--- src/design/crs_pkg.sv ---
// Constants, commands and carriers for the CPU register set
package crs_pkg;
    localparam logic [15:0] CRS_SP_RST      = 16'h00ff;
    localparam logic [15:0] CRS_VEC_HI_ADDR = 16'hfffe;
    localparam logic [15:0] CRS_VEC_LO_ADDR = 16'hffff;
    localparam logic [15:0] CRS_PC_RST      = 16'h0000;
    localparam logic [7:0]  CRS_H_RST       = 8'h00;
    localparam logic [7:0]  CRS_DIRECT_PAGE = 8'h00;
    localparam logic [7:0]  CRS_SP_REINIT   = 8'hff;
    localparam logic [7:0]  CRS_FLAGS_ONES  = 8'h60;
    localparam logic [7:0]  CRS_FLAGS_RST   = 8'h68;
    localparam int          CRS_FV          = 7;
    localparam int          CRS_FH          = 4;
    localparam int          CRS_FI          = 3;
    localparam int          CRS_FN          = 2;
    localparam int          CRS_FZ          = 1;
    localparam int          CRS_FC          = 0;
    localparam logic [2:0]  CRS_CALL_BYTES  = 3'h2;
    localparam logic [2:0]  CRS_INTR_BYTES  = 3'h5;

    typedef enum logic [4:0] {
        OP_NOP, OP_FETCH, OP_JUMP, OP_CALL, OP_INTR, OP_LDA, OP_ALU,
        OP_LDX, OP_LDH, OP_LDHX, OP_TAX, OP_TXA, OP_X_CLR, OP_X_INC,
        OP_X_DEC, OP_X_COM, OP_X_NEG, OP_X_LSL, OP_X_LSR, OP_X_ROL,
        OP_X_ROR, OP_AIS, OP_RSP, OP_LDSP, OP_MUL, OP_DIV, OP_SETF
    } crs_op_e;

    typedef struct packed {
        crs_op_e     op;
        logic [7:0]  imm;
        logic [15:0] target;
    } crs_cmd_s;

    typedef struct packed {
        logic [7:0] res;
        logic       v;
        logic       h;
        logic       n;
        logic       z;
        logic       c;
    } crs_alu_s;

    typedef struct packed {
        logic [15:0] addr;
        logic        rd;
        logic        wr;
        logic [7:0]  wdata;
    } crs_bus_s;
endpackage

--- src/design/crs_regs.sv ---
// Programmer-visible CPU register set with reset vector and stack pusher
`timescale 1ns/10ps
module crs_regs
    import crs_pkg::*;
(
    // Clock and reset
    input  wire logic        clock,
    input  wire logic        rstn,
    input  wire logic        ce,
    // Command port
    input  wire logic        cmd_valid,
    input  crs_cmd_s         cmd,
    output logic             cmd_ready,
    // ALU result path
    input  crs_alu_s         alu_in,
    output logic [7:0]       alu_operand,
    // Memory bus
    output crs_bus_s         bus,
    input  wire logic [7:0]  bus_rdata,
    // Register views and address helpers
    output logic [7:0]       result_holder,
    output logic [15:0]      pointer_pair,
    output logic [15:0]      stack_ptr,
    output logic [15:0]      fetch_pointer,
    output logic [7:0]       flags_byte,
    output logic [15:0]      direct_addr
);
    typedef enum logic [1:0] {S_VEC_HI, S_VEC_LO, S_RUN, S_PUSH} crs_state_e;
    crs_state_e  state_reg;
    logic [7:0]  acc_reg, x_reg, h_reg, flags_reg, rem;
    logic [15:0] sp_reg, pc_reg, tgt_reg, prod, quot;
    logic [2:0]  step_reg, len_reg;
    logic        intr_reg, run, push_last, push_cmd;
    crs_alu_s    xu;

    // Short address form always lands in the first page
    function automatic logic [15:0] dir_addr(input logic [7:0] a);
        return {CRS_DIRECT_PAGE, a};
    endfunction
    function automatic logic x_only(input crs_op_e op);
        return op inside {OP_LDX, OP_TAX, OP_X_CLR, OP_X_INC, OP_X_DEC,
                          OP_X_COM, OP_X_NEG, OP_X_LSL, OP_X_LSR,
                          OP_X_ROL, OP_X_ROR};
    endfunction
    // Second data register operations on the index low byte
    function automatic crs_alu_s x_unary(input crs_op_e op,
                                         input logic [7:0] x,
                                         input logic cin);
        crs_alu_s r;
        r = '0;
        r.c = cin;
        case (op)
            OP_X_CLR: r.res = 8'h00;
            OP_X_INC: {r.v, r.res} = {x == 8'h7f, x + 8'h01};
            OP_X_DEC: {r.v, r.res} = {x == 8'h80, x - 8'h01};
            OP_X_COM: {r.c, r.res} = {1'b1, ~x};
            OP_X_NEG: {r.v, r.c, r.res} = {x == 8'h80, x != 8'h00, 8'h00 - x};
            OP_X_LSL: {r.c, r.res} = {x, 1'b0};
            OP_X_LSR: {r.res, r.c} = {1'b0, x};
            OP_X_ROL: {r.c, r.res} = {x, cin};
            OP_X_ROR: {r.res, r.c} = {cin, x};
            default:  r.res = x;
        endcase
        r.n = r.res[7];
        r.z = (r.res == 8'h00);
        if (op inside {OP_X_LSL, OP_X_LSR, OP_X_ROL, OP_X_ROR}) begin
            r.v = r.n ^ r.c;
        end
        return r;
    endfunction
    // Byte pushed at each step: return address low first, then registers
    function automatic logic [7:0] push_byte(input logic [2:0] s,
                                             input logic [15:0] pc,
                                             input logic [7:0] x, a, f);
        case (s)
            3'h0:    return pc[7:0];
            3'h1:    return pc[15:8];
            3'h2:    return x;
            3'h3:    return a;
            default: return f;
        endcase
    endfunction
    assign cmd_ready = (state_reg == S_RUN);
    assign run = ce && cmd_valid && cmd_ready;
    assign push_cmd = run && cmd.op inside {OP_CALL, OP_INTR};
    assign push_last = (state_reg == S_PUSH) && (step_reg == len_reg - 3'h1);
    assign xu = x_unary(cmd.op, x_reg, flags_reg[CRS_FC]);
    assign prod = 16'(x_reg) * 16'(acc_reg);
    assign quot = (x_reg == 8'h00) ? 16'hffff : {h_reg, acc_reg} / x_reg;
    assign rem = (x_reg == 8'h00) ? h_reg : 8'({h_reg, acc_reg} % x_reg);

    // Bus carries only vector reads and stack pushes; registers stay unmapped
    always_comb begin
        bus = '0;
        case (state_reg)
            S_VEC_HI, S_VEC_LO: begin
                bus.addr = (state_reg == S_VEC_HI) ? CRS_VEC_HI_ADDR
                                                   : CRS_VEC_LO_ADDR;
                bus.rd = 1'b1;
            end
            S_PUSH: begin
                bus.addr = sp_reg;
                bus.wr = 1'b1;
                bus.wdata = push_byte(step_reg, pc_reg, x_reg, acc_reg,
                                      flags_byte);
            end
            default: bus = '0;
        endcase
    end

    always_ff @(posedge clock or negedge rstn) begin
        if (!rstn) begin
            state_reg <= S_VEC_HI;
        end else if (ce) begin
            case (state_reg)
                S_VEC_HI: state_reg <= S_VEC_LO;
                S_VEC_LO: state_reg <= S_RUN;
                S_RUN:    state_reg <= push_cmd ? S_PUSH : S_RUN;
                S_PUSH:   state_reg <= push_last ? S_RUN : S_PUSH;
                default: state_reg <= S_RUN;
            endcase
        end
    end

    always_ff @(posedge clock or negedge rstn) begin
        if (!rstn) begin
            step_reg <= '0;
            len_reg <= CRS_CALL_BYTES;
            intr_reg <= 1'b0;
            tgt_reg <= CRS_PC_RST;
        end else if (ce) begin
            if (run) begin
                step_reg <= '0;
                intr_reg <= (cmd.op == OP_INTR);
                len_reg <= (cmd.op == OP_INTR) ? CRS_INTR_BYTES
                                               : CRS_CALL_BYTES;
                tgt_reg <= cmd.target;
            end else if (state_reg == S_PUSH) begin
                step_reg <= step_reg + 3'h1;
            end
        end
    end

    // Vector high byte comes from the lower address
    always_ff @(posedge clock or negedge rstn) begin
        if (!rstn) begin
            pc_reg <= CRS_PC_RST;
        end else if (ce) begin
            if (state_reg == S_VEC_HI) begin
                pc_reg[15:8] <= bus_rdata;
            end else if (state_reg == S_VEC_LO) begin
                pc_reg[7:0] <= bus_rdata;
            end else if (push_last) begin
                pc_reg <= tgt_reg;
            end else if (run && cmd.op == OP_FETCH) begin
                pc_reg <= pc_reg + 16'h0001;
            end else if (run && cmd.op == OP_JUMP) begin
                pc_reg <= cmd.target;
            end
        end
    end

    always_ff @(posedge clock or negedge rstn) begin
        if (!rstn) begin
            sp_reg <= CRS_SP_RST;
        end else if (ce) begin
            if (state_reg == S_PUSH) begin
                sp_reg <= sp_reg - 16'h0001;
            end else if (run && cmd.op == OP_AIS) begin
                sp_reg <= sp_reg + {{8{cmd.imm[7]}}, cmd.imm};
            end else if (run && cmd.op == OP_RSP) begin
                sp_reg[7:0] <= CRS_SP_REINIT;
            end else if (run && cmd.op == OP_LDSP) begin
                sp_reg <= cmd.target;
            end
        end
    end

    // No reset: accumulator content survives reset by design
    always_ff @(posedge clock) begin
        if (ce && run) begin
            case (cmd.op)
                OP_LDA:  acc_reg <= cmd.imm;
                OP_ALU:  acc_reg <= alu_in.res;
                OP_TXA:  acc_reg <= x_reg;
                OP_MUL:  acc_reg <= prod[7:0];
                OP_DIV:  acc_reg <= (quot[15:8] == 8'h00) ? quot[7:0]
                                                          : acc_reg;
                default: acc_reg <= acc_reg;
            endcase
        end
    end

    // Index low byte also keeps its value across reset
    always_ff @(posedge clock) begin
        if (ce && run) begin
            case (cmd.op)
                OP_LDX:  x_reg <= cmd.imm;
                OP_LDHX: x_reg <= cmd.target[7:0];
                OP_TAX:  x_reg <= acc_reg;
                OP_MUL:  x_reg <= prod[15:8];
                default: begin
                    if (x_only(cmd.op)) begin
                        x_reg <= xu.res;
                    end
                end
            endcase
        end
    end

    always_ff @(posedge clock or negedge rstn) begin
        if (!rstn) begin
            h_reg <= CRS_H_RST;
        end else if (ce && run) begin
            if (cmd.op == OP_LDH) begin
                h_reg <= cmd.imm;
            end else if (cmd.op == OP_LDHX) begin
                h_reg <= cmd.target[15:8];
            end else if (cmd.op == OP_DIV && quot[15:8] == 8'h00) begin
                h_reg <= rem;
            end
        end
    end

    // Interrupt mask set on entry after registers are stacked
    always_ff @(posedge clock or negedge rstn) begin
        if (!rstn) begin
            flags_reg <= CRS_FLAGS_RST;
        end else if (ce) begin
            if (push_last && intr_reg) begin
                flags_reg[CRS_FI] <= 1'b1;
            end else if (run && cmd.op == OP_ALU) begin
                flags_reg[CRS_FV] <= alu_in.v;
                flags_reg[CRS_FH] <= alu_in.h;
                flags_reg[CRS_FN] <= alu_in.n;
                flags_reg[CRS_FZ] <= alu_in.z;
                flags_reg[CRS_FC] <= alu_in.c;
            end else if (run && x_only(cmd.op)) begin
                flags_reg[CRS_FV] <= xu.v;
                flags_reg[CRS_FN] <= xu.n;
                flags_reg[CRS_FZ] <= xu.z;
                flags_reg[CRS_FC] <= xu.c;
            end else if (run && cmd.op == OP_MUL) begin
                flags_reg[CRS_FH] <= 1'b0;
                flags_reg[CRS_FC] <= 1'b0;
            end else if (run && cmd.op == OP_DIV) begin
                flags_reg[CRS_FC] <= (quot[15:8] != 8'h00);
                flags_reg[CRS_FZ] <= (quot[7:0] == 8'h00);
            end else if (run && cmd.op == OP_SETF) begin
                flags_reg <= cmd.imm;
            end
        end
    end

    assign result_holder = acc_reg;
    assign alu_operand = acc_reg;
    assign pointer_pair = {h_reg, x_reg};
    assign stack_ptr = sp_reg;
    assign fetch_pointer = pc_reg;
    assign flags_byte = flags_reg | CRS_FLAGS_ONES;
    assign direct_addr = dir_addr(cmd.imm);
endmodule

--- config.mk ---
export PLATFORM = sky130hd
export DESIGN_NAME = crs_regs
export DESIGN_NICKNAME = d
export VERILOG_FILES = /design/src/design/crs_pkg.sv /design/src/design/crs_regs.sv
export SDC_FILE = /design/constraint.sdc
export NUM_CORES = 1
export LEC_CHECK = 0
export BUFFER_PORTS_ARGS = -buffer_cell sky130_fd_sc_hd__buf_4
export CORE_UTILIZATION = 40
export CTS_CLUSTER_DIAMETER = 150
export DETAILED_ROUTE_END_ITERATION = 7
export PLACE_DENSITY_LB_ADDON = 0.2
export SYNTH_ARGS = -nofsm -noshare
export SYNTH_HDL_FRONTEND = slang
export SYNTH_SLANG_ARGS = --single-unit
--- constraint.sdc ---
create_clock -name clock -period 84.8 [get_ports clock]
set_input_delay 8.48 -clock clock [delete_from_list [all_inputs] [get_ports clock]]
set_output_delay 8.48 -clock clock [all_outputs]
set_load 0.005 [all_outputs]
# == After elaboration in Yosys (flattened, before gate mapping) ==
# Index checks and enable logic that the tools add are counted.
# op_classes
bitwise,8
n_addsub,8
multipliers,1
div,2
mux,56
n_reduce_logical,55
eq_ne,52
order_cmp,0
n_shift,0
# op_table
op,count
8-bit two-way mux,18
16-bit two-way mux,7
8-bit one-hot mux with 9 select lines,1
8-bit one-hot mux with 4 select lines,2
"5-bit == test, second input constant",11
"5-bit by 4-bit == test with 1-bit output, second input constant",8
8-bit one-hot mux with 5 select lines,1
8-bit zero test,4
16-bit one-hot mux with 2 select lines,1
3-bit two-way mux,7
"5-bit by 3-bit == test with 1-bit output, second input constant",4
3-bit AND reduction,6
1-bit logical AND,17
"16-bit by 1-bit adder with 16-bit output, second input constant",1
16-bit adder,1
16-bit by 8-bit divider with 16-bit output,1
16-bit by 8-bit modulo with 16-bit output,1
8-bit by 8-bit multiplier with 16-bit output,1
4-bit nonzero test,4
8-bit nonzero test,2
"16-bit by 1-bit subtractor with 16-bit output, second input constant",1
"2-bit != test, second input constant",7
1-bit two-way mux,12
"3-bit != test, second input constant",4
39 further kinds,60
# totals
mem_count,0
latch_bits,0
mem_bits_ro,0
reg_bits,89
mem_bits_rw,0
out_inout_bits,115
word_cells,200

# == Depth between registers and ports, before layout ==
# depth
word_depth,15
mapped_depth,151

# == Worst setup path before layout ==
# Ideal clock, no wire load.
# synth_timing
path_type,flip-flop to flip-flop
startpoint,reg x_reg[0]
endpoint,reg h_reg[0]
t_required_ns,84.726
setup_ns,0.074
setup_slack_ns,55.112
synth_period_minus_slack_ns,29.688
arrival_ns,29.614
path_stages_with_launch,147
cell_sequence,edfxtp_1 > clkbuf_1 > inv_1 > ha_1 > a21oi_1 > ha_1 > o21a_1 > o311a_1 > o22a_1 > ha_1 > o211ai_1 > a211o_1 > a21oi_1 > nor2_1 > ha_1 > o211a_1 > or4_1 > a21oi_1 > (+111 left out) > a21oi_1 > and3b_1 > o21ai_1 > nor2_4 > mux2_2 > ha_1 > a21o_1 > a21oi_1 > a21oi_1 > o21ai_0 > nand2b_1 > a21oi_1 > nor2b_1 > a2111oi_2 > o221ai_2 > buf_6 > mux2_4 > o21ai_2
# synth_between
elab_chain_len,6
# synth_lines
item,line_no,rtl
"start, declared",crs_regs.sv:30,"logic [7:0] acc_reg, x_reg, h_reg, flags_reg, rem;"
"start signal, assigned",crs_regs.sv:198,OP_LDX: x_reg <= cmd.imm;
"start signal, assigned",crs_regs.sv:199,OP_LDHX: x_reg <= cmd.target[7:0];
"start signal, assigned",crs_regs.sv:200,OP_TAX: x_reg <= acc_reg;
16-bit by 8-bit divider with 16-bit output or 8-bit zero test (tied branches),"crs_regs.sv:89, crs_regs.sv:90",
16-bit two-way mux,crs_regs.sv:89,"assign quot = (x_reg == 8'h00) ? 16'hffff : {h_reg, acc_reg} / x_reg;"
8-bit zero test,crs_regs.sv:219,end else if (cmd.op == OP_DIV && quot[15:8] == 8'h00) begin
1-bit logical AND,crs_regs.sv:219,
3-bit nonzero test (no line),n/a,
3-bit AND reduction (no line),n/a,
"end signal, assigned",crs_regs.sv:216,h_reg <= cmd.imm;
"end signal, assigned",crs_regs.sv:218,h_reg <= cmd.target[15:8];
"end signal, assigned",crs_regs.sv:220,h_reg <= rem;
"end, declared",crs_regs.sv:30,
# Several ways; a longest one is shown, not always the timed one. The select of a mux whose other input is x is not followed.
# A chain may end at the register's enable or synchronous reset.

# == Worst setup path after layout ==
# layout_timing
startpoint,reg x_reg[6]
endpoint,reg flags_reg[1]
# layout_between
elab_chain_len,7
# layout_lines
item,line_no,rtl
16-bit by 8-bit divider with 16-bit output or 8-bit zero test (tied branches),crs_regs.sv:89,
16-bit two-way mux,crs_regs.sv:89,
8-bit zero test,crs_regs.sv:248,flags_reg[CRS_FZ] <= (quot[7:0] == 8'h00);
2-bit two-way mux,crs_regs.sv:246,end else if (run && cmd.op == OP_DIV) begin
3-bit two-way mux,crs_regs.sv:243,end else if (run && cmd.op == OP_MUL) begin
3-bit two-way mux (*),crs_regs.sv:238,end else if (run && x_only(cmd.op)) begin
3-bit two-way mux (*),crs_regs.sv:232,end else if (run && cmd.op == OP_ALU) begin
"end signal, assigned by index",crs_regs.sv:233,flags_reg[CRS_FV] <= alu_in.v;
"end signal, assigned by index",crs_regs.sv:239,flags_reg[CRS_FV] <= xu.v;
"end signal, assigned by index",crs_regs.sv:247,flags_reg[CRS_FC] <= (quot[15:8] != 8'h00);
"end, declared",crs_regs.sv:30,
# Mark *: on every way between the ends. The rest lies on a longest branch, timed or not. The select of a mux whose other input is x is not followed.

==> reports/metrics.csv <==
metric;value;unit
status;finished, violations left;
violations;design-rule violations;
tns;0;ps
n_antenna_cell;0;
hpwl;41600;um
holdBufCountCts;0;
first_pass_iters;8;
cts_resized;0;
critPathSlowestCell;o41ai_1;
io_pins;169;
hold_path.class;register to register;
clock_latency;350;ps
fin_crit;34730;ps
path_clk_slew;80;ps
synth_seq_cells;85;
crit_start;x_reg[6];
antenna_left;0;
final_area;0.0167;sq mm
regArea;0.00222;sq mm
cts_buffer_depth;2;
antenna_found_initial;0;
reg2reg_from;x_reg[6];
die_height;195;um
min-delay-start;tgt_reg[6];
cp-end-kind;register;
die_area;0.0382;sq mm
synthArstFlopShare;0.812;
final_hold_viol_count;0;
syn_to_final_growth;11.5;%
dp_worst_setup_slack;50620;ps
slowest_delay;730;ps
nNetsFinal;2332;
synth_top_family_by_area;compound AO/OA/AOI/OAI gates;
synth_area;0.0150;sq mm
gp_congestion;0.967;
maxCapViolCount;0;
cts_tree;built;
drt_iter0_markers;1299;
core_area;0.0367;sq mm
hold_path_depth;2;
crit_type;register to register;
drcViolationCount;1;
arrival;35010;ps
worstPathRequired;85080;ps
critPathLaunchType;register;
synth-compound-area-share;0.274;
final_common_cell;nand2_1;
setup_ws;50070;ps
fmax;28.8;MHz
synth_cell_type_count;101;
fin_skew;10.7;ps
synth.area.mux_share;0.0366;
yosys_warnings;0;
grt_usage;0.282;
dpl_cell_area;0.0164;sq mm
crit_top_cell;o21a_1;
synth-xor-area-share;0.0579;
yosys.area_share.adder;0.194;
via_per_inst;6.10;
ys.flop_type;dfrtp_1;
initial_core_util;0.408;
rsz0062_at_grt;no;
fin_crit_sh;0.410;
grt_pass1_wl;84700;um
cp_max_fo;19;
cts_buffers;9;
maxSlewHeadroom;0.164;
slew_viol_final;0;
final-setup-viol-count;0;
synthCells;1988;
nFillCells;3686;
port_buffers;158;
avgRoutedWirePerCell;21.3;um
cts_setup_buffers;0;
clockRootBuffer;clkbuf_16;
syn_area_per_cell;7.53;sq um
ff2ff_path_depth;138;
synth_simple_gate_area_frac;0.219;
r2r_slack;50070;ps
die_x;195;um
cts.htree.levels;3;
grt-ovfl-total;0;
wl;54200;um
final_cell_mix;253 x nand2_1, 189 x nor2_1, 189 x buf_4, 170 x ha_1, 144 x a21oi_1;
fp-row-count;70;
worstMarginPinSlew;1250;ps
clock-sinks;85;
yosysSeqAreaShare;0.148;
multi_input_area;0.0117;sq mm
vias;15500;
grt_max_degree;70;
min_to;tgt_reg[6];
r2r-end;flags_reg[1];
grt_pass1_vias;14900;
synth_edf_count;16;
layout-drive-gt1-share;0.141;
[area by class of cell]
cell class / count / share of cell area
sequential: 85 / 0.133
timing repair buffer: 189 / 0.0850
clock buffer: 9 / 0.0135
multi-input combinational: 1671 / 0.704
inverter: 113 / 0.0254
tap: 468 / 0.0351
clock inverter: 7 / 0.00390
[kinds of logic (layout without fill, tap and decap cells)]
group	count (synthesis)	count (layout)
AO/OA/AOI/OAI	599	599
XOR/XNOR	99	99
adder cells (fa/ha/maj)	209	209
buffers and inverters	240	318
flip-flops	85	85
multiplexers	50	50
other	2	10
AND/OR/NAND/NOR	704	704
[worst max-delay path by stage]
stage	end	slack, ps	cells after the start
6_report	flags_reg[1]	50070	138
3_5_place_dp	flags_reg[1]	50620	136
4_1_cts	flags_reg[1]	50480	136
5_1_grt	flags_reg[1]	47000	137
2_1_floorplan	h_reg[0]	55110	146
3_3_place_gp	flags_reg[1]	51990	138
[worst max-delay path: cells and delay by family, from the launching register on]
kind            cells  cell delay, ps
flops               1             720
fa+ha+maj          15            4870
mux                 6            1570
compound gates     85           19770
simple gates       28            7380
buf+inv             4             300
[through the flow]
stage          std cells  utilization  hold WS [ps]
2_1_floorplan       1996            -           446
3_3_place_gp        2526        0.447           462
3_5_place_dp        2526        0.447           464
4_1_cts             2542        0.455           484
5_1_grt             2542        0.455           509
6_report            2542        0.455           483
[synth_stat cells, types with 15 or more instances]
| cell | number | share of area |
|---|---|---|
| a211oi_1 | 33 | 0.017 |
| a21o_1 | 40 | 0.020 |
| a21oi_1 | 144 | 0.048 |
| a222oi_1 | 27 | 0.018 |
| and2_1 | 15 | 0.0063 |
| and3_1 | 15 | 0.0063 |
| buf_4 | 27 | 0.014 |
| clkbuf_1 | 86 | 0.022 |
| dfrtp_1 | 59 | 0.099 |
| edfxtp_1 | 16 | 0.032 |
| fa_1 | 39 | 0.052 |
| ha_1 | 170 | 0.14 |
| inv_1 | 109 | 0.027 |
| mux2_2 | 26 | 0.020 |
| mux2i_1 | 21 | 0.014 |
| nand2_1 | 253 | 0.063 |
| nand2b_1 | 18 | 0.0075 |
| nand3_1 | 41 | 0.014 |
| nand4_1 | 16 | 0.0067 |
| nor2_1 | 191 | 0.048 |
| nor3_1 | 66 | 0.022 |
| nor4_1 | 16 | 0.0067 |
| o211ai_1 | 15 | 0.0075 |
| o21a_1 | 43 | 0.022 |
| o21ai_0 | 109 | 0.036 |
| o21bai_1 | 20 | 0.010 |
| o31ai_1 | 19 | 0.0095 |
| xnor2_1 | 60 | 0.035 |
| xor2_1 | 39 | 0.023 |
[metal layers]
metal / track usage / up-vias / routed length [um]
li1: - / 7368 / -
met1: 0.369 / 7385 / 22600
met2: 0.482 / 659 / 25800
met3: 0.0311 / 99 / 3970
met4: 0.0945 / 0 / 1860
met5: 0 / - / 0
Power is left out: the tool's default activity adds up to more than one toggle a clock period on the data nets, which glitch-free logic cannot reach.
